$ cat config.mk
export PLATFORM = sky130hd
export DESIGN_NAME = tcc_timers
export DESIGN_NICKNAME = d
export VERILOG_FILES = /design/src/hw/tcc_pkg.sv /design/src/hw/tcc_timers.sv
export SDC_FILE = /design/constraint.sdc
export NUM_CORES = 1
export LEC_CHECK = 0
export BUFFER_PORTS_ARGS = -buffer_cell sky130_fd_sc_hd__buf_2
export CAP_MARGIN = 20
export CORE_MARGIN = 3
export CORE_UTILIZATION = 40
export DETAILED_ROUTE_END_ITERATION = 8
export PLACE_DENSITY = 0.59
export REMOVE_ABC_BUFFERS = 1
export SLEW_MARGIN = 20
export SYNTH_ARGS = -nofsm -noshare
export SYNTH_HDL_FRONTEND = slang
export SYNTH_SLANG_ARGS = --single-unit
$ cat constraint.sdc
create_clock -name clk_sys_in -period 7.1 [get_ports clk_sys_in]
set_clock_uncertainty 0.1 [all_clocks]
set_input_delay 0.71 -clock clk_sys_in [delete_from_list [all_inputs] [get_ports clk_sys_in]]
set_output_delay 0.71 -clock clk_sys_in [all_outputs]
set_load 0.01 [all_outputs]
$ cat src/hw/tcc_pkg.sv
// Purpose: Shared constants for the three-timer configuration block.
// Assumes: Registers are 8 bits wide, one per 32-bit Avalon word.
// Notes: Register indices are the printed offsets; byte address = 4 * index.
package tcc_pkg;
	// Register indices (word addresses on the bus)
	localparam logic [7:0] IDX_MODE_CFG = 8'h89;
	localparam logic [7:0] IDX_LO0 = 8'h8A;
	localparam logic [7:0] IDX_LO1 = 8'h8B;
	localparam logic [7:0] IDX_HI0 = 8'h8C;
	localparam logic [7:0] IDX_HI1 = 8'h8D;
	localparam logic [7:0] IDX_CAP_CFG = 8'hC1;
	localparam logic [7:0] IDX_CAP1_LO = 8'hC2;
	localparam logic [7:0] IDX_CAP1_HI = 8'hC3;
	localparam logic [7:0] IDX_CAP2_LO = 8'hC4;
	localparam logic [7:0] IDX_CAP2_HI = 8'hC5;
	localparam logic [7:0] IDX_CAP3_LO = 8'hC6;
	localparam logic [7:0] IDX_CAP3_HI = 8'hC7;
	localparam logic [7:0] IDX_CTL2 = 8'hC8;
	localparam logic [7:0] IDX_CRC_LO = 8'hCA;
	localparam logic [7:0] IDX_CRC_HI = 8'hCB;
	localparam logic [7:0] IDX_LO2 = 8'hCC;
	localparam logic [7:0] IDX_HI2 = 8'hCD;

	// Values after reset
	localparam logic [7:0] RST_MODE_CFG = 8'h00;
	localparam logic [7:0] RST_CTL2 = 8'h00;
	localparam logic [7:0] RST_CAP_CFG = 8'h00;
	localparam logic [7:0] RST_COUNT = 8'h00;
	localparam logic [15:0] RST_CAPTURE = 16'h0000;
	localparam logic [15:0] RST_CRC = 16'h0000;

	// Mode register field positions
	localparam int SECOND_TIMER_GATING_BIT = 7;
	localparam int SRC1_BIT = 6;
	localparam int SECOND_TIMER_OPERATING_SELECT_LSB = 4;
	localparam int FIRST_TIMER_GATING_BIT = 3;
	localparam int SRC0_BIT = 2;
	localparam int FIRST_TIMER_OPERATING_SELECT_LSB = 0;

	// Third-timer control field positions
	localparam int PS_BIT = 7;
	localparam int IRQ3_EDGE_BIT = 6;
	localparam int IRQ2_EDGE_BIT = 5;
	localparam int RELOAD_LSB = 3;
	localparam int CMP_MODE_BIT = 2;
	localparam int INPUT_LSB = 0;

	// Enable register field positions
	localparam int CFG3_LSB = 6;
	localparam int CFG2_LSB = 4;
	localparam int CFG1_LSB = 2;
	localparam int CFG0_LSB = 0;

	// Operating codes of the first and second timers
	localparam logic [1:0] MODE_13BIT = 2'b00;
	localparam logic [1:0] MODE_16BIT = 2'b01;
	localparam logic [1:0] MODE_8RELOAD = 2'b10;
	localparam logic [1:0] MODE_SPLIT = 2'b11;

	// Third-timer input, reload and capture codes
	localparam logic [1:0] IN_STOP = 2'b00;
	localparam logic [1:0] IN_PRESCALED = 2'b01;
	localparam logic [1:0] IN_EDGE = 2'b10;
	localparam logic [1:0] IN_GATED = 2'b11;
	localparam logic [1:0] RELOAD_AUTO = 2'b10;
	localparam logic [1:0] RELOAD_PIN = 2'b11;
	localparam logic [1:0] CC_CAPTURE = 2'b11;
	localparam logic [1:0] CC_COMPARE = 2'b10;

	// Prescaler cycle counts
	localparam logic [4:0] DIV12_LAST = 5'h0B;
	localparam logic [4:0] DIV24_LAST = 5'h17;
endpackage

$ cat src/hw/tcc_timers.sv
// Purpose: Three timer/counters with mode, control and capture registers.
// Assumes: One clock, inputs synchronous to it, Avalon-MM word addressing.
// Notes: Every register access completes with one cycle of waitrequest.
//
// Our own choice: the Avalon-MM interface to the registers.
`timescale 1ns/1ps

// Summary of operation
// - Mode bit7 gates, bit6 sources second timer
// - Mode bit3 gates, bit2 sources first timer
// - Mode codes: 13-bit, 16-bit, 8-bit reload
// - Second timer code 11 holds its count
// - First timer code 11 splits into two
// - First timer count bytes at 0x8A, 0x8C
// - Second timer count bytes at 0x8B, 0x8D
// - Third timer count bytes at 0xCC, 0xCD
// - Control bit7 picks divide by 12 or 24
// - Control bits 6,5 pick interrupt edges
// - Control bits 4:3 pick reload behaviour
// - Control bit2 picks compare mode
// - Control bits 1:0 pick third timer input
// - Enable bits 7:6 steer third capture
// - Enable bits 5:4 steer second capture
// - Enable bits 3:2 steer first capture
// - Enable bits 1:0 steer compare/reload register
// - Reload on overflow or reload-pin fall
// - 13-bit mode keeps low byte top bits
// - Third timer input sampled, counts cycle after fall
module tcc_timers (
	input wire logic clk_sys_in,
	input wire logic rst_n_in,
	input wire logic clk_en_in,
	input wire logic [7:0] avs_address_in,
	input wire logic avs_read_in,
	input wire logic avs_write_in,
	input wire logic [31:0] avs_writedata_in,
	input wire logic [3:0] avs_byteenable_in,
	output logic [31:0] avs_readdata_out,
	output logic avs_waitrequest_out,
	input wire logic timer0_run_in,
	input wire logic timer1_run_in,
	input wire logic ext_irq0_in,
	input wire logic ext_irq1_in,
	input wire logic timer0_event_in,
	input wire logic timer1_event_in,
	input wire logic third_timer_ext_input_in,
	input wire logic third_timer_reload_input_in,
	output logic timer0_overflow_out,
	output logic timer1_overflow_out,
	output logic timer2_overflow_out,
	output logic irq3_edge_select_out,
	output logic irq2_edge_select_out,
	output logic third_timer_compare_select_out,
	output logic compare_enable_out
);

	typedef struct packed {
		logic [7:0] mode_cfg;
		logic [7:0] lo0;
		logic [7:0] hi0;
		logic [7:0] lo1;
		logic [7:0] hi1;
		logic [7:0] t2ctl;
		logic [7:0] lo2;
		logic [7:0] hi2;
		logic [7:0] cap_cfg;
		logic [15:0] cc1;
		logic [15:0] cc2;
		logic [15:0] cc3;
		logic [15:0] crc;
		logic [4:0] pscnt;
		logic ev0_prev;
		logic ev1_prev;
		logic ext2_prev;
		logic ext2_fall;
		logic rl_prev;
		logic ack;
		logic [7:0] rdata;
		logic ovf0;
		logic ovf1;
		logic ovf2;
	} tcc_state_type;

	tcc_state_type r;
	tcc_state_type next_r;

	// Falling edge between the previous and present samples
	function automatic logic fall(input logic prev, input logic cur);
		fall = prev & ~cur;
	endfunction

	// One step of the first or second timer; returns {ovf, th, tl}
	function automatic logic [16:0] step01(input logic [1:0] mode,
		input logic [7:0] tl, input logic [7:0] th, input logic inc);
		logic [7:0] ntl;
		logic [7:0] nth;
		logic ovf;
		ntl = tl;
		nth = th;
		ovf = 1'b0;
		if (inc) begin
			unique case (mode)
				tcc_pkg::MODE_13BIT: begin
					// Top three low bits are left as they are
					ntl[4:0] = tl[4:0] + 5'h01;
					if (tl[4:0] == 5'h1F) begin
						nth = th + 8'h01;
						ovf = (th == 8'hFF);
					end
				end
				tcc_pkg::MODE_16BIT: begin
					ntl = tl + 8'h01;
					if (tl == 8'hFF) begin
						nth = th + 8'h01;
						ovf = (th == 8'hFF);
					end
				end
				tcc_pkg::MODE_8RELOAD: begin
					if (tl == 8'hFF) begin
						ntl = th;
						ovf = 1'b1;
					end else begin
						ntl = tl + 8'h01;
					end
				end
				tcc_pkg::MODE_SPLIT: begin
					// Split or held operation is handled by the caller
					ntl = tl;
				end
			endcase
		end
		step01 = {ovf, nth, ntl};
	endfunction

	logic [1:0] op0;
	logic [1:0] op1;
	logic tick12;
	logic tick24;
	logic ps_tick;
	logic req;
	logic wr_ok;
	logic [7:0] wdata;
	logic [15:0] cnt2_now;

	assign op0 = r.mode_cfg[tcc_pkg::FIRST_TIMER_OPERATING_SELECT_LSB +: 2];
	assign op1 = r.mode_cfg[tcc_pkg::SECOND_TIMER_OPERATING_SELECT_LSB +: 2];
	assign req = avs_read_in | avs_write_in;
	// Byte lane 0 carries the register; other lanes are ignored
	assign wr_ok = avs_write_in & r.ack & avs_byteenable_in[0];
	assign wdata = avs_writedata_in[7:0];
	assign cnt2_now = {r.hi2, r.lo2};

	// One prescaler feeds all timers: every 12 cycles, or every 12 or 24 for the third timer
	assign tick12 = (r.pscnt == tcc_pkg::DIV12_LAST) ||
		(r.pscnt == tcc_pkg::DIV24_LAST);
	assign tick24 = (r.pscnt == tcc_pkg::DIV24_LAST);
	assign ps_tick = r.t2ctl[tcc_pkg::PS_BIT] ? tick24 : tick12;

	// Waitrequest drops in the cycle after the request is seen
	assign avs_waitrequest_out = req & ~r.ack;
	assign avs_readdata_out = {24'h000000, r.rdata};
	assign timer0_overflow_out = r.ovf0;
	assign timer1_overflow_out = r.ovf1;
	assign timer2_overflow_out = r.ovf2;
	assign irq3_edge_select_out = r.t2ctl[tcc_pkg::IRQ3_EDGE_BIT];
	assign irq2_edge_select_out = r.t2ctl[tcc_pkg::IRQ2_EDGE_BIT];
	assign third_timer_compare_select_out =
		r.t2ctl[tcc_pkg::CMP_MODE_BIT];
	assign compare_enable_out =
		(r.cap_cfg[tcc_pkg::CFG0_LSB +: 2] == tcc_pkg::CC_COMPARE);

	// Next state: counting first, then software writes take precedence
	always_comb begin
		logic en0;
		logic en1;
		logic inc0;
		logic inc1;
		logic inc_h0;
		logic inc2;
		logic rl_fall;
		logic [16:0] s0;
		logic [16:0] s1;
		logic [16:0] sum2;
		logic [7:0] rd;
		next_r = r;
		en0 = 1'b0;
		en1 = 1'b0;
		inc0 = 1'b0;
		inc1 = 1'b0;
		inc_h0 = 1'b0;
		inc2 = 1'b0;
		rl_fall = 1'b0;
		s0 = 17'h00000;
		s1 = 17'h00000;
		sum2 = 17'h00000;
		rd = 8'h00;

		// Prescaler wraps after 24 cycles
		if (r.pscnt == tcc_pkg::DIV24_LAST) begin
			next_r.pscnt = 5'h00;
		end else begin
			next_r.pscnt = r.pscnt + 5'h01;
		end

		// Sample the event pins every cycle for edge detection
		next_r.ev0_prev = timer0_event_in;
		next_r.ev1_prev = timer1_event_in;
		next_r.ext2_prev = third_timer_ext_input_in;
		next_r.rl_prev = third_timer_reload_input_in;

		// Gate bit lets the external interrupt pin hold the timer
		en0 = timer0_run_in &
			(~r.mode_cfg[tcc_pkg::FIRST_TIMER_GATING_BIT] | ext_irq0_in);
		en1 = timer1_run_in &
			(~r.mode_cfg[tcc_pkg::SECOND_TIMER_GATING_BIT] | ext_irq1_in);
		// Source bit: 1 counts pin falls, 0 counts prescaled cycles
		inc0 = en0 & (r.mode_cfg[tcc_pkg::SRC0_BIT] ?
			fall(r.ev0_prev, timer0_event_in) : tick12);
		inc1 = en1 & (r.mode_cfg[tcc_pkg::SRC1_BIT] ?
			fall(r.ev1_prev, timer1_event_in) : tick12);

		// First timer
		s0 = step01(op0, r.lo0, r.hi0, inc0);
		next_r.ovf0 = 1'b0;
		next_r.ovf1 = 1'b0;
		if (op0 == tcc_pkg::MODE_SPLIT) begin
			// Low byte is a full 8-bit counter on the first controls,
			// high byte is a plain timer run by the second run input
			inc_h0 = timer1_run_in & tick12;
			if (inc0) begin
				next_r.lo0 = r.lo0 + 8'h01;
				next_r.ovf0 = (r.lo0 == 8'hFF);
			end
			if (inc_h0) begin
				next_r.hi0 = r.hi0 + 8'h01;
				next_r.ovf1 = (r.hi0 == 8'hFF);
			end
		end else begin
			next_r.lo0 = s0[7:0];
			next_r.hi0 = s0[15:8];
			next_r.ovf0 = s0[16];
		end

		// Second timer; code 11 freezes it where it stands
		if (op1 != tcc_pkg::MODE_SPLIT) begin
			s1 = step01(op1, r.lo1, r.hi1, inc1);
			next_r.lo1 = s1[7:0];
			next_r.hi1 = s1[15:8];
			// Split first timer owns this overflow flag
			if (op0 != tcc_pkg::MODE_SPLIT) begin
				next_r.ovf1 = s1[16];
			end
		end

		// Third timer input: edge flag delays the count by a cycle
		next_r.ext2_fall = 1'b0;
		unique case (r.t2ctl[tcc_pkg::INPUT_LSB +: 2])
			tcc_pkg::IN_STOP: inc2 = 1'b0;
			tcc_pkg::IN_PRESCALED: inc2 = ps_tick;
			tcc_pkg::IN_EDGE: begin
				next_r.ext2_fall = fall(r.ext2_prev,
					third_timer_ext_input_in);
				inc2 = r.ext2_fall;
			end
			tcc_pkg::IN_GATED: begin
				inc2 = ps_tick & third_timer_ext_input_in;
			end
		endcase

		sum2 = {1'b0, cnt2_now} + 17'h00001;
		rl_fall = fall(r.rl_prev, third_timer_reload_input_in);
		next_r.ovf2 = inc2 & sum2[16];
		unique case (r.t2ctl[tcc_pkg::RELOAD_LSB +: 2])
			tcc_pkg::RELOAD_AUTO: begin
				// Overflow loads the compare/reload value
				if (inc2 && sum2[16]) begin
					{next_r.hi2, next_r.lo2} = r.crc;
				end else if (inc2) begin
					{next_r.hi2, next_r.lo2} = sum2[15:0];
				end
			end
			tcc_pkg::RELOAD_PIN: begin
				// Reload pin fall wins over a count in the same cycle
				if (rl_fall) begin
					{next_r.hi2, next_r.lo2} = r.crc;
				end else if (inc2) begin
					{next_r.hi2, next_r.lo2} = sum2[15:0];
				end
			end
			default: begin
				// Codes 0X: plain wrap, no reload
				if (inc2) begin
					{next_r.hi2, next_r.lo2} = sum2[15:0];
				end
			end
		endcase

		// Software writes land on the edge where waitrequest is low
		if (wr_ok) begin
			unique case (avs_address_in)
				tcc_pkg::IDX_MODE_CFG: next_r.mode_cfg = wdata;
				tcc_pkg::IDX_LO0: next_r.lo0 = wdata;
				tcc_pkg::IDX_HI0: next_r.hi0 = wdata;
				tcc_pkg::IDX_LO1: next_r.lo1 = wdata;
				tcc_pkg::IDX_HI1: next_r.hi1 = wdata;
				tcc_pkg::IDX_CTL2: next_r.t2ctl = wdata;
				tcc_pkg::IDX_LO2: next_r.lo2 = wdata;
				tcc_pkg::IDX_HI2: next_r.hi2 = wdata;
				tcc_pkg::IDX_CAP_CFG: next_r.cap_cfg = wdata;
				tcc_pkg::IDX_CAP1_LO: begin
					// Capture mode swaps the stored byte for the count
					if (r.cap_cfg[tcc_pkg::CFG1_LSB +: 2] ==
						tcc_pkg::CC_CAPTURE) begin
						next_r.cc1 = cnt2_now;
					end else begin
						next_r.cc1[7:0] = wdata;
					end
				end
				tcc_pkg::IDX_CAP1_HI: next_r.cc1[15:8] = wdata;
				tcc_pkg::IDX_CAP2_LO: begin
					if (r.cap_cfg[tcc_pkg::CFG2_LSB +: 2] ==
						tcc_pkg::CC_CAPTURE) begin
						next_r.cc2 = cnt2_now;
					end else begin
						next_r.cc2[7:0] = wdata;
					end
				end
				tcc_pkg::IDX_CAP2_HI: next_r.cc2[15:8] = wdata;
				tcc_pkg::IDX_CAP3_LO: begin
					if (r.cap_cfg[tcc_pkg::CFG3_LSB +: 2] ==
						tcc_pkg::CC_CAPTURE) begin
						next_r.cc3 = cnt2_now;
					end else begin
						next_r.cc3[7:0] = wdata;
					end
				end
				tcc_pkg::IDX_CAP3_HI: next_r.cc3[15:8] = wdata;
				tcc_pkg::IDX_CRC_LO: begin
					if (r.cap_cfg[tcc_pkg::CFG0_LSB +: 2] ==
						tcc_pkg::CC_CAPTURE) begin
						next_r.crc = cnt2_now;
					end else begin
						next_r.crc[7:0] = wdata;
					end
				end
				tcc_pkg::IDX_CRC_HI: next_r.crc[15:8] = wdata;
				default: next_r.ack = r.ack; // Unmapped writes ignored
			endcase
		end

		// Read mux; unmapped addresses read as zero
		unique case (avs_address_in)
			tcc_pkg::IDX_MODE_CFG: rd = r.mode_cfg;
			tcc_pkg::IDX_LO0: rd = r.lo0;
			tcc_pkg::IDX_HI0: rd = r.hi0;
			tcc_pkg::IDX_LO1: rd = r.lo1;
			tcc_pkg::IDX_HI1: rd = r.hi1;
			tcc_pkg::IDX_CTL2: rd = r.t2ctl;
			tcc_pkg::IDX_LO2: rd = r.lo2;
			tcc_pkg::IDX_HI2: rd = r.hi2;
			tcc_pkg::IDX_CAP_CFG: rd = r.cap_cfg;
			tcc_pkg::IDX_CAP1_LO: rd = r.cc1[7:0];
			tcc_pkg::IDX_CAP1_HI: rd = r.cc1[15:8];
			tcc_pkg::IDX_CAP2_LO: rd = r.cc2[7:0];
			tcc_pkg::IDX_CAP2_HI: rd = r.cc2[15:8];
			tcc_pkg::IDX_CAP3_LO: rd = r.cc3[7:0];
			tcc_pkg::IDX_CAP3_HI: rd = r.cc3[15:8];
			tcc_pkg::IDX_CRC_LO: rd = r.crc[7:0];
			tcc_pkg::IDX_CRC_HI: rd = r.crc[15:8];
			default: rd = 8'h00;
		endcase

		// Read data is latched with the answer and held until the next
		next_r.ack = req & ~r.ack;
		if (avs_read_in && !r.ack) begin
			next_r.rdata = rd;
		end
	end

	// State register; clock enable low freezes everything
	always_ff @(posedge clk_sys_in or negedge rst_n_in) begin
		if (!rst_n_in) begin
			r <= '0;
			r.mode_cfg <= tcc_pkg::RST_MODE_CFG;
			r.t2ctl <= tcc_pkg::RST_CTL2;
			r.cap_cfg <= tcc_pkg::RST_CAP_CFG;
			r.lo0 <= tcc_pkg::RST_COUNT;
			r.hi0 <= tcc_pkg::RST_COUNT;
			r.lo1 <= tcc_pkg::RST_COUNT;
			r.hi1 <= tcc_pkg::RST_COUNT;
			r.lo2 <= tcc_pkg::RST_COUNT;
			r.hi2 <= tcc_pkg::RST_COUNT;
			r.cc1 <= tcc_pkg::RST_CAPTURE;
			r.cc2 <= tcc_pkg::RST_CAPTURE;
			r.cc3 <= tcc_pkg::RST_CAPTURE;
			r.crc <= tcc_pkg::RST_CRC;
		end else if (clk_en_in) begin
			r <= next_r;
		end
	end

endmodule // tcc_timers

==> results of run 1 <==
-- worst max-delay path by stage --
stage,startpoint,end,slack (ps),cells after the start
2_1_floorplan,avs_address_in[4],r[78],3910,5
3_3_place_gp,clk_en_in,r[23],3460,7
3_5_place_dp,clk_en_in,r[39],3440,7
4_1_cts,clk_en_in,r[41],3910,8
5_1_grt,clk_en_in,r[25],3650,8
6_report,clk_en_in,r[22],3830,7
-- layout by cell type, fill, tap and decap left out, types with 7 or more instances in the layout --
| master | count |
|---|---|
| sky130_fd_sc_hd__o221ai_1 | 7 |
| sky130_fd_sc_hd__clkbuf_16 | 17 |
| sky130_fd_sc_hd__o31ai_1 | 12 |
| sky130_fd_sc_hd__ha_1 | 16 |
| sky130_fd_sc_hd__conb_1 | 24 |
| sky130_fd_sc_hd__a21oi_1 | 68 |
| sky130_fd_sc_hd__nor4_1 | 9 |
| sky130_fd_sc_hd__a22oi_1 | 26 |
| sky130_fd_sc_hd__a211o_1 | 8 |
| sky130_fd_sc_hd__dfrtp_1 | 158 |
| sky130_fd_sc_hd__a31oi_1 | 21 |
| sky130_fd_sc_hd__nand2_1 | 138 |
| sky130_fd_sc_hd__nand2b_1 | 11 |
| sky130_fd_sc_hd__nor2_1 | 75 |
| sky130_fd_sc_hd__a221oi_1 | 13 |
| sky130_fd_sc_hd__a21o_1 | 7 |
| sky130_fd_sc_hd__mux2i_1 | 80 |
| sky130_fd_sc_hd__buf_4 | 11 |
| sky130_fd_sc_hd__and3_1 | 17 |
| sky130_fd_sc_hd__o22ai_1 | 19 |
| sky130_fd_sc_hd__a22o_1 | 9 |
| sky130_fd_sc_hd__o211ai_1 | 10 |
| sky130_fd_sc_hd__nor2b_1 | 13 |
| sky130_fd_sc_hd__inv_1 | 30 |
| sky130_fd_sc_hd__a211oi_1 | 8 |
| sky130_fd_sc_hd__nand4_1 | 11 |
| sky130_fd_sc_hd__mux2_2 | 35 |
| sky130_fd_sc_hd__xnor2_1 | 12 |
| sky130_fd_sc_hd__nor3_1 | 26 |
| sky130_fd_sc_hd__buf_2 | 44 |
| sky130_fd_sc_hd__o21ai_0 | 109 |
| sky130_fd_sc_hd__a32oi_1 | 8 |
| sky130_fd_sc_hd__nand3_1 | 64 |
-- layer usage --
layer	vias to the layer above	share of wire (%)
met5	-	0
met4	0	4.1
met3	103	9.3
met2	568	44
met1	5061	43
li1	4617	-
-- sequential cells by signal, indices dropped and copies added (netlist names) --
| register | count |
|---|---|
| timer1_overflow_out | 1 |
| timer0_overflow_out | 1 |
| cnt2_now | 16 |
| avs_readdata_out | 8 |
| third_timer_compare_select_out | 1 |
| irq2_edge_select_out | 1 |
| timer2_overflow_out | 1 |
| op1 | 2 |
| r | 124 |
| irq3_edge_select_out | 1 |
| op0 | 2 |
-- cells in the mapped netlist (10+ instances only) --
| cell type | n | area, um^2 |
|---|---|---|
| sky130_fd_sc_hd__buf_2 | 28 | 140 |
| sky130_fd_sc_hd__nand4_1 | 11 | 68.8 |
| sky130_fd_sc_hd__buf_4 | 34 | 255 |
| sky130_fd_sc_hd__nand3_1 | 64 | 320 |
| sky130_fd_sc_hd__nor2b_1 | 13 | 81.3 |
| sky130_fd_sc_hd__a31oi_1 | 21 | 131 |
| sky130_fd_sc_hd__o21ai_0 | 109 | 546 |
| sky130_fd_sc_hd__mux2i_1 | 80 | 801 |
| sky130_fd_sc_hd__o211ai_1 | 10 | 75.1 |
| sky130_fd_sc_hd__xnor2_1 | 12 | 105 |
| sky130_fd_sc_hd__nand2b_1 | 11 | 68.8 |
| sky130_fd_sc_hd__a221oi_1 | 13 | 114 |
| sky130_fd_sc_hd__nand2_1 | 138 | 518 |
| sky130_fd_sc_hd__ha_1 | 16 | 200 |
| sky130_fd_sc_hd__nor2_1 | 75 | 282 |
| sky130_fd_sc_hd__inv_1 | 30 | 113 |
| sky130_fd_sc_hd__o22ai_1 | 19 | 119 |
| sky130_fd_sc_hd__and3_1 | 17 | 106 |
| sky130_fd_sc_hd__mux2_2 | 35 | 394 |
| sky130_fd_sc_hd__a22oi_1 | 26 | 195 |
| sky130_fd_sc_hd__o31ai_1 | 12 | 90.1 |
| sky130_fd_sc_hd__a21oi_1 | 68 | 340 |
| sky130_fd_sc_hd__nor3_1 | 27 | 135 |
| sky130_fd_sc_hd__dfrtp_1 | 158 | 3950 |
| sky130_fd_sc_hd__clkbuf_1 | 53 | 199 |
-- kinds of logic after synthesis --
| kind of cell | count (synthesis) |
|---|---|
| flops | 158 |
| simple gates | 422 |
| xor+xnor | 12 |
| compound gates | 387 |
| buf+inv | 154 |
| mux | 115 |
| fa+ha+maj | 16 |
| other cells | 1 |
-- cell type report --
cell class,count,share of cell area (%)
Timing Repair Buffer,56,2.66
Multi-Input combinational cell,976,54.1
Tap cell,341,3.62
Inverter,32,1.02
Sequential cell,158,33.5
Clock inverter,14,1.43
Clock buffer,18,3.64
-- worst reg2reg max path: stages (launching register included) --
cell,delay (ps)
sky130_fd_sc_hd__dfrtp_1,400
sky130_fd_sc_hd__ha_1,290
sky130_fd_sc_hd__nand4bb_1,360
sky130_fd_sc_hd__nand2_2,330
sky130_fd_sc_hd__a21boi_1,930
sky130_fd_sc_hd__o21ai_0,220
sky130_fd_sc_hd__a31o_1,260
sky130_fd_sc_hd__a221oi_2,230
-- power breakdown --
part / leakage, nW / total, mW / internal (mW) / switching [mW]
Sequential: 2.06 / 1.08 / 0.959 / 0.122
Clock: 0.290 / 0.970 / 0.532 / 0.438
Combinational: 2.66 / 0.361 / 0.131 / 0.230
Total: 5.01 / 2.41 / 1.62 / 0.789
-- through the flow --
stage	hold slack (ps)	utilization (%)	area, um^2
finish	130	43.6	11800
global route	161	43.6	11800
CTS	149	43.6	11800
detailed placement	367	41.4	11200
global placement	360	41.4	11200
floorplan	314	-	10500
==> impl_summary.log, run 1 <==
[metrics] busiest metal layer after global routing: met2
[metrics] 1st-pass router iterations: 5
[metrics] Longest Clk Path Bufs: 2
[metrics] Pins Over Slew Limit: 0
[metrics] count of port buffers added during placement: 45
[metrics] largest stage delay on the critical path: between 800 and 900 ps
[metrics] total of cells resized after clock tree synthesis: 0
[metrics] remaining number of nets flagged by the antenna check after routing: 0
[metrics] highest clock frequency the design can meet: slightly above 0.3 GHz
[metrics] per-instance average area after synthesis: a little under 9 um^2
[metrics] max cap viols: 0
[metrics] average wire per cell in the routed design: ~25 um
[metrics] leading register cell type out of synthesis: sky130_fd_sc_hd__dfrtp_1
[metrics] worst supply voltage drop on vdd: roughly 0.16 mV
[metrics] clock tree from TritonCTS: done
[metrics] filler cell count: approximately 2,700
[metrics] category of cells accounting for the largest share of critical-path delay: simple AND/OR/NAND/NOR gates
[metrics] Post-DP HPWL: about 28 mm
[metrics] simple-gate share of the synthesized area: 19.6%
[metrics] Placeable Area: ~0.027 mm^2
[metrics] post-route fraction of the period consumed by the critical path: ~46%
[metrics] met1 demand-to-capacity share in global routing: 38.2%
[metrics] number of buffer and inverter instances along the worst setup path: 3
[metrics] run status: finished, final reports clean
[metrics] FFs w/ async S/R, synth: 100%
[metrics] worst reg-to-reg path cell count: 7
[metrics] number of nets in the layout: between 1,000 and 1,500
[metrics] number of synthesized flops with an enable pin: 0
[metrics] r2r startpoint: r[17]
[metrics] CP arrival: ~3400 ps
[metrics] buffer cell driving the clock tree root: sky130_fd_sc_hd__clkbuf_16
[metrics] met3 global-route usage: 5.08%
[metrics] TNS Setup: 0 ps
[metrics] endpoint kind of the worst setup timing path: flip-flop
[metrics] unrepaired setup endpoints after global routing: no
[metrics] GR Layer Usage met2: 40.7%
[metrics] y dimension of the die: around 170 um
[metrics] Clock H-tree levels: 4
[metrics] maximum number of pins on one net before global-route repair: 57
[metrics] Critical Path Source Type: input pin
[metrics] complex-gate fraction of the synthesized area: approximately a quarter
[metrics] setup repair bufs after CTS: 0
[metrics] cell breakdown of the critical path: buf_2, inv_2, buf_4, nor2_2, nand2_1, nor2_1, a21oi_1
[metrics] final WL: ~40 mm
[metrics] library cell contributing the largest single delay on the critical path: sky130_fd_sc_hd__nor2_1
[metrics] total routing usage reported by global routing: between 20% and 30%
[metrics] placed cells: about 1,600
[metrics] power density of the placed cells: roughly 200 mW/mm^2
[metrics] average via count per standard cell: roughly 6.5
[metrics] required time of the critical path: about 7300 ps
[metrics] Final Instance Count excl. Fillers: approximately 1,600
[metrics] width of the die: 172 um
[metrics] IO Count: between 90 and 100
[metrics] leakage power summed over all cells: approximately 5.0 nW
[metrics] diodes inserted: 0
[metrics] initial cell density of the core: between 40% and 50%
[metrics] XOR/XNOR Fraction of Synth Area: less than 1%
[metrics] cts-stage hold buffer count: 0
[metrics] mux share of post-synthesis cell area: between 10% and 20%
[metrics] area of the mapped netlist: about 0.011 mm^2
[metrics] min cycle time layout: 3270 ps
[metrics] first-pass GRT wire length: 60.5 mm
[metrics] combinational family with the most area after synthesis: compound AO/OA/AOI/OAI gates
[metrics] reg2reg end: cnt2_now[4]
[metrics] Hold Fails Final Rpt: 0
[metrics] total number of vias: slightly above 10,000
[metrics] final-report setup violation count: 0
[metrics] number of sinks on the clock net: 158
[metrics] worst-margin pin slew: roughly 1100 ps
[metrics] register-to-register setup slack: 3900 ps
[metrics] drc violations: 0
[metrics] routability cong.: around 0.96
[metrics] worst setup slack after placement: ~3400 ps
[metrics] number of global-route vias before repair: about 9,700
[metrics] min-delay worst type: in -> async
[metrics] total chip power: ~2.4 mW
[metrics] post-synthesis sequential area ratio: 35.9%
[metrics] clk slew on worst S/H paths: ~80 ps
[metrics] maximum fanout along the worst path: a little over 40
[metrics] area used by sequential logic in the layout: around 0.0040 mm^2
[metrics] Detailed Route Iter0 Violations: around 1,300
[metrics] Setup WS post-layout: 3830 ps
[metrics] Yosys warning count: 0
[metrics] sum of overflow across all layers after global routing: 0
[metrics] latest clock arrival within the worst-skew pair: ~450 ps
[metrics] number of antenna violations at the first check in global routing: 0
[metrics] area of the die: just under 0.03 mm^2
[metrics] Max-slew headroom: between 20% and 30%
[metrics] post-synthesis register bit count: between 150 and 200
[metrics] total clock buffers created by CTS: 17
[metrics] Mapped Cells: between 1,000 and 1,500
[metrics] total number of placement rows: 60
[metrics] area added between synthesis and finish: 7.21%
[metrics] layout cell share with drive strength beyond 1: 12.8%
[metrics] area of combinational cells with multiple inputs: ~0.0064 mm^2
[metrics] worst setup path category: in -> reg
[metrics] Distinct cells, synth: 97
[metrics] adder and majority gate portion of the synthesized area: between 1.5 and 2%
No activity file was read; power rests on OpenSTA's default activity.
==> inputs of run 2 (changes only) <==
ABC_AREA = 1   (was unset)
PLACE_DENSITY = 0.61   (was 0.59)
clock period = 2.6 ns   (was 7.1 ns; I/O delays follow)
==> run 2 against run 1 <==
Combinational power rose to 5.0 times the previous value; sequential power rose to 2.8 times the previous value; register-to-register slack got worse by 3600 ps; highest routed layer unchanged.
==> impl_summary.log, run 2 <==
[metrics] sum of overflow across all layers after global routing: 0
[metrics] post-synthesis register bit count: between 150 and 200
[metrics] Detailed Route Iter0 Violations: between 1,500 and 2,000
[metrics] area of the mapped netlist: ~0.012 mm^2
[metrics] per-instance average area after synthesis: between 6 and 7 um^2
[metrics] Hold Fails Final Rpt: 0
[metrics] 1st-pass router iterations: 6
[metrics] highest clock frequency the design can meet: 0.428 GHz
[metrics] number of global-route vias before repair: between 10,000 and 15,000
[metrics] unrepaired setup endpoints after global routing: no
[metrics] cts-stage hold buffer count: 4
[metrics] leakage power summed over all cells: 6.81 nW
[metrics] post-route fraction of the period consumed by the critical path: between 80% and 90%
[metrics] final-report setup violation count: 0
[metrics] total number of vias: 12,500
[metrics] Critical Path Source Type: flip-flop
[metrics] number of synthesized flops with an enable pin: 0
[metrics] y dimension of the die: between 150 and 200 um
[metrics] register bank with the most flops: r
[metrics] remaining number of nets flagged by the antenna check after routing: 0
[metrics] filler cell count: approximately 3,000
[metrics] total clock buffers created by CTS: 17
[metrics] drc violations: 0
[metrics] maximum number of pins on one net before global-route repair: between 60 and 70
[metrics] clk slew on worst S/H paths: 70 ps
[metrics] complex-gate fraction of the synthesized area: between 10% and 20%
[metrics] total routing usage reported by global routing: between 20% and 30%
[metrics] min-delay worst type: in -> reg
[metrics] mux share of post-synthesis cell area: 1.43%
[metrics] clock tree from TritonCTS: done
[metrics] diodes inserted: 0
[metrics] share of the core filled with cells: 45.8%
[metrics] count of port buffers added during placement: 45
[metrics] latest clock arrival within the worst-skew pair: roughly 450 ps
[metrics] number of sinks on the clock net: approximately 160
[metrics] power density of the placed cells: ~570 mW/mm^2
[metrics] CP arrival: 2580 ps
[metrics] average wire per cell in the routed design: roughly 20 um
[metrics] maximum fanout along the worst path: 8
[metrics] max FFs per register: 124
[metrics] min cycle time layout: approximately 2300 ps
[metrics] Distinct cells, synth: between 50 and 60
[metrics] Synth area leaders: sky130_fd_sc_hd__dfrtp_1, sky130_fd_sc_hd__nand2_1, sky130_fd_sc_hd__o21ai_0
[metrics] Longest Clk Path Bufs: 2
[metrics] fraction of synthesized cell area taken by the top area cell type: 33.2%
[metrics] adder and majority gate portion of the synthesized area: 1.68%
[metrics] Yosys warning count: 0
[metrics] leading register cell type out of synthesis: sky130_fd_sc_hd__dfrtp_1
[metrics] worst setup slack after placement: just under 300 ps
[metrics] post-synthesis sequential area ratio: between 30 and 40%
[metrics] XOR/XNOR Fraction of Synth Area: about 1.5%
[metrics] combinational family with the most area after synthesis: simple AND/OR/NAND/NOR gates
[metrics] worst-margin pin slew: roughly 720 ps
[metrics] number of nets in the layout: between 1,500 and 2,000
[metrics] library cell occupying the most area in the post-synthesis netlist: sky130_fd_sc_hd__dfrtp_1
[metrics] TNS Setup: 0 ps
[metrics] final WL: 44.3 mm
[metrics] Setup WS post-layout: ~260 ps
[metrics] required time of the critical path: between 2000 and 3000 ps
[metrics] average via count per standard cell: 5.53
[metrics] setup repair bufs after CTS: 0
[metrics] layout cell share with drive strength beyond 1: around 11%
[metrics] FFs w/ async S/R, synth: 100%
[metrics] total number of placement rows: a little over 60
[metrics] Max-slew headroom: 52.2%
[metrics] area of the die: ~0.032 mm^2
[metrics] Placeable Area: 0.0290 mm^2
[metrics] Post-DP HPWL: roughly 33 mm
[metrics] top library cells by usage in the layout, fill and taps aside: sky130_fd_sc_hd__nand2_1, sky130_fd_sc_hd__inv_1, sky130_fd_sc_hd__o21ai_0
[metrics] worst setup path category: reg -> reg
[metrics] buffer cell driving the clock tree root: sky130_fd_sc_hd__clkbuf_16
[metrics] routability cong.: around 0.99
[metrics] most frequent standard cell in the layout excluding fill and tap cells: sky130_fd_sc_hd__nand2_1
[metrics] leading cell type by number of instances after synthesis: sky130_fd_sc_hd__nand2_1
[metrics] initial cell density of the core: just over 40%
[metrics] area added between synthesis and finish: 11.5%
[metrics] IO Count: just under 100
[metrics] Clock H-tree levels: 4
[metrics] max cap viols: 0
[metrics] Pins Over Slew Limit: 0
[metrics] simple-gate share of the synthesized area: between 30 and 40%
[metrics] width of the die: ~180 um
[metrics] first-pass GRT wire length: a little under 70 mm
[metrics] number of antenna violations at the first check in global routing: 1
[metrics] worst supply voltage drop on vdd: ~0.45 mV
[metrics] endpoint kind of the worst setup timing path: flip-flop
[metrics] Mapped Cells: about 1,800
[metrics] most frequent cells after synthesis: sky130_fd_sc_hd__nand2_1, sky130_fd_sc_hd__inv_1, sky130_fd_sc_hd__o21ai_0, sky130_fd_sc_hd__dfrtp_1, sky130_fd_sc_hd__nand3_1
[metrics] run status: finished, final reports clean
[metrics] total of cells resized after clock tree synthesis: 0
==> run 2: cell types whose count changed in the layout (fill, tap and decap cells not counted), moves of 17 or more <==
| cell | before | now |
|---|---|---|
| sky130_fd_sc_hd__xor2_1 | 0 | 18 |
| sky130_fd_sc_hd__nand3_1 | 64 | 135 |
| sky130_fd_sc_hd__nand2_1 | 138 | 614 |
| sky130_fd_sc_hd__o21ai_0 | 109 | 180 |
| sky130_fd_sc_hd__o211ai_1 | 10 | 40 |
| sky130_fd_sc_hd__and3_1 | 17 | 0 |
| sky130_fd_sc_hd__nor2_1 | 75 | 93 |
| sky130_fd_sc_hd__inv_1 | 30 | 197 |
| sky130_fd_sc_hd__o21ai_1 | 2 | 24 |
| sky130_fd_sc_hd__buf_4 | 11 | 57 |
| sky130_fd_sc_hd__mux2_2 | 35 | 6 |
| sky130_fd_sc_hd__mux2i_1 | 80 | 8 |
| sky130_fd_sc_hd__a22oi_1 | 26 | 1 |
| sky130_fd_sc_hd__a31oi_1 | 21 | 0 |
==> run 2: per-stage QoR <==
stage / total power, mW / hold WS (ps) / instances / instance area (um^2)
2_1_floorplan: 4.07 / -136 / 1736 / 11400
3_3_place_gp: 4.76 / 181 / 2224 / 12600
3_5_place_dp: 4.80 / 179 / 2224 / 12600
4_1_cts: 7.56 / 71.9 / 2260 / 13300
5_1_grt: 7.96 / 88.9 / 2260 / 13300
6_report: 7.57 / 57.0 / 2260 / 13300
==> run 2: worst max-delay path, stage by stage, from the launching register on <==
cell and delay, ps:
sky130_fd_sc_hd__dfrtp_1 380, sky130_fd_sc_hd__ha_1 210, sky130_fd_sc_hd__nand2_1 60, sky130_fd_sc_hd__inv_1 30
sky130_fd_sc_hd__nand2_1 110, sky130_fd_sc_hd__nand2_1 200, sky130_fd_sc_hd__nand3_2 140, sky130_fd_sc_hd__nand2_2 150
sky130_fd_sc_hd__buf_4 210, sky130_fd_sc_hd__o21ai_0 280, sky130_fd_sc_hd__nand2_1 100, sky130_fd_sc_hd__nand3_1 90
sky130_fd_sc_hd__nand3_1 70, sky130_fd_sc_hd__nand2_1 60, sky130_fd_sc_hd__nand2_1 40
==> run 2: where the power goes <==
| group | switching (mW) | total [mW] | internal (mW) |
|---|---|---|---|
| clock | 1.21 | 2.75 | 1.55 |
| sequential | 0.330 | 3.02 | 2.69 |
| combinational | 1.21 | 1.79 | 0.581 |
==> run 2: cell type report <==
type / instances / area (um^2) / share of cell area, %
multi-input combinational: 1367 / 6700 / 50.4
sequential: 158 / 3950 / 29.8
inverter: 211 / 792 / 5.96
timing repair buffer: 108 / 739 / 5.56
tap: 384 / 480 / 3.62
clock buffer: 17 / 425 / 3.20
clock inverter: 15 / 201 / 1.52
==> run 2: logic make-up after synthesis <==
group                      count (synthesis)
and+or+nand+nor                          935
AOI/OAI and AO/OA                        355
buffers and inverters                    310
DFF                                      158
xor gates and xnor gates                  21
adders and majority gates                 16
muxes                                     16
other                                      1
==> run 2: worst paths after layout <==
path | start | end | slack [ps] | cells past startpoint
min reg2reg | timer0_overflow_out | timer0_overflow_out | 380 | 2
min | third_timer_ext_input_in | r[14] | 60 | 3
max | r[17] | cnt2_now[4] | 260 | 14
min in group asynchronous | rst_n_in | r[15] | 240 | 2
max reg2reg | r[17] | cnt2_now[4] | 260 | 14
max in group asynchronous | rst_n_in | r[125] | 1420 | 3
==> run 2: routing by layer <==
metal,track usage [%],vias up,part of all wire [%]
met4,10.8,0,3.7
met5,0,-,0
met3,4.70,113,8.3
met2,43.8,572,45
li1,-,5955,-
met1,38.9,5848,43
==> inputs of run 3 (changes only) <==
CORE_UTILIZATION = 56   (was 40)
PLACE_DENSITY = 0.8   (was 0.61)
==> run 3 against run 2 <==
Hold slack got worse by 54 ps; cell count decreased by 5.8%; sequential share of layout area rose by 0.75 points; non-clock buffer count decreased by 18; combinational power decreased by 6%; largest cell class unchanged; global-route usage rose by 6.1 points; clock power decreased by 10%; largest power group unchanged; cell area fell by 2.5%; flip-flop and latch count did not move; die area fell by 28%; total power down 5.0%.
==> impl_summary.log, run 3 (synthesis results as in run 2) <==
[metrics] area added between synthesis and finish: 8.80%
[metrics] worst setup slack after placement: about 270 ps
[metrics] Longest Clk Path Bufs: 2
[metrics] library cell contributing the largest single delay on the critical path: sky130_fd_sc_hd__dfrtp_1
[metrics] Post-DP HPWL: 29.5 mm
[metrics] top library cells by usage in the layout, fill and taps aside: sky130_fd_sc_hd__nand2_1, sky130_fd_sc_hd__inv_1, sky130_fd_sc_hd__o21ai_0
[metrics] power density of the placed cells: approximately 550 mW/mm^2
[metrics] initial cell density of the core: 57.9%
[metrics] IO Count: 97
[metrics] total clock buffers created by CTS: 17
[metrics] largest stage delay on the critical path: between 400 and 500 ps
[metrics] layout cell share with drive strength beyond 1: roughly 10%
[metrics] total number of vias: 12,800
[metrics] Placeable Area: between 0.02 and 0.025 mm^2
[metrics] 1st-pass router iterations: 6
[metrics] worst-margin pin slew: approximately 800 ps
[metrics] number of buffer and inverter instances along the worst setup path: 1
[metrics] share of the core filled with cells: 63.0%
[metrics] total routing usage reported by global routing: between 30% and 40%
[metrics] CP arrival: 2590 ps
[metrics] average wire per cell in the routed design: 19.1 um
[metrics] buffer cell driving the clock tree root: sky130_fd_sc_hd__clkbuf_16
[metrics] final WL: just over 40 mm
[metrics] count of port buffers added during placement: 45
[metrics] min cycle time layout: 2340 ps
[metrics] sum of overflow across all layers after global routing: 0
[metrics] max FFs per register: ~120
[metrics] leakage power summed over all cells: 6.69 nW
[metrics] category of cells accounting for the largest share of critical-path delay: adder cells
[metrics] register-to-register setup slack: around 260 ps
[metrics] maximum fanout along the worst path: 7
[metrics] required time of the critical path: around 2900 ps
[metrics] unrepaired setup endpoints after global routing: no
[metrics] min-delay worst type: in -> reg
[metrics] startpoint of the worst hold path: timer0_event_in
[metrics] Critical Path Source Type: flip-flop
[metrics] worst supply voltage drop on vdd: around 0.42 mV
[metrics] area of the die: roughly 0.023 mm^2
[metrics] final-report setup violation count: 0
[metrics] post-route fraction of the period consumed by the critical path: 89.9%
[metrics] average via count per standard cell: between 6 and 7
[metrics] first-pass GRT wire length: 63.3 mm
[metrics] number of sinks on the clock net: about 160
[metrics] max cap viols: 0
[metrics] maximum number of pins on one net before global-route repair: 64
[metrics] most frequent standard cell in the layout excluding fill and tap cells: sky130_fd_sc_hd__nand2_1
[metrics] Pins Over Slew Limit: 0
[metrics] endpoint kind of the worst setup timing path: flip-flop
[metrics] number of antenna violations at the first check in global routing: 0
[metrics] r2r startpoint: r[126]
[metrics] Worst Setup SP: r[126]
[metrics] clk slew on worst S/H paths: 80 ps
[metrics] number of nets in the layout: 1,918
[metrics] highest clock frequency the design can meet: approximately 0.43 GHz
[metrics] drc violations: 0
[metrics] clock tree from TritonCTS: done
[metrics] total number of placement rows: 52
[metrics] Clock H-tree levels: 4
[metrics] latest clock arrival within the worst-skew pair: approximately 450 ps
[metrics] width of the die: between 150 and 200 um
[metrics] y dimension of the die: between 150 and 200 um
[metrics] routability cong.: approximately 1.1
[metrics] Setup WS post-layout: about 260 ps
[metrics] most frequent cell on the critical path: sky130_fd_sc_hd__nand2_1
[metrics] Detailed Route Iter0 Violations: between 1,500 and 2,000
[metrics] Post-Route Hold Slack: about 3.5 ps
[metrics] diodes inserted: 0
[metrics] number of global-route vias before repair: around 12,000
[metrics] remaining number of nets flagged by the antenna check after routing: 0
[metrics] register bank with the most flops: r
[metrics] worst setup path category: reg -> reg
[metrics] cell breakdown of the critical path: ha_1, nand2_1, nor2_2, ha_1, nor2_1, a21oi_1, inv_1, o21ai_0, nand3_1, nand2_1, nand2_1
[metrics] Hold Fails Final Rpt: 0
[metrics] run status: finished, final reports clean
[metrics] TNS Setup: 0 ps
[metrics] Max-slew headroom: a little under half
run 3: final timing paths:
kind                                        to  cells after the start
max                                     r[123]                     11
min                                      r[16]                      3
max reg2reg                             r[123]                     11
min reg2reg                avs_readdata_out[5]                      2
max in group asynchronous                r[26]                      3
min in group asynchronous               r[119]                      2
run 3: layout make-up:
| type | count | area, um^2 |
|---|---|---|
| inverters | 211 | 792 |
| multi-input cells | 1367 | 6700 |
| clock inverters | 14 | 126 |
| clock buffers | 18 | 439 |
| repair buffers | 90 | 614 |
| flip-flops and latches | 158 | 3950 |
| fillers | 1901 | 7600 |
| well taps | 270 | 338 |
run 3: per-layer routing:
layer | global-route usage [%] | part of all wire [%] | vias up | wire length (um)
li1 | - | - | 5915 | -
met1 | 47.2 | 39 | 5897 | 15900
met2 | 50.9 | 43 | 821 | 17400
met3 | 7.94 | 12 | 181 | 4950
met4 | 16.4 | 5.7 | 0 | 2330
met5 | 0 | 0 | - | 0
run 3: worst min-delay path, cell delays in order:
cell and delay [ps]:
sky130_fd_sc_hd__buf_2 100, sky130_fd_sc_hd__inv_1 50, sky130_fd_sc_hd__o21ai_0 80
run 3: what timing repair did:
action                     CTS  global route
setup endpoints to repair    0             1
setup buffers                0             0
hold endpoints to repair    62             0
hold buffers                 3             0
gates resized for setup      0             1
run 3: metrics by stage:
step	area, um^2	std cells	power (mW)
floorplan	11400	1736	4.07
global placement	12400	2093	4.63
detailed placement	12400	2093	4.70
CTS	13000	2128	7.13
global route	13000	2128	7.53
finish	13000	2128	7.19
run 3: power by group:
group          switching (mW)  internal [mW]  leakage (nW)
clock network            1.19           1.28         0.267
registers               0.339           2.69          1.99
logic                    1.13          0.561          4.43
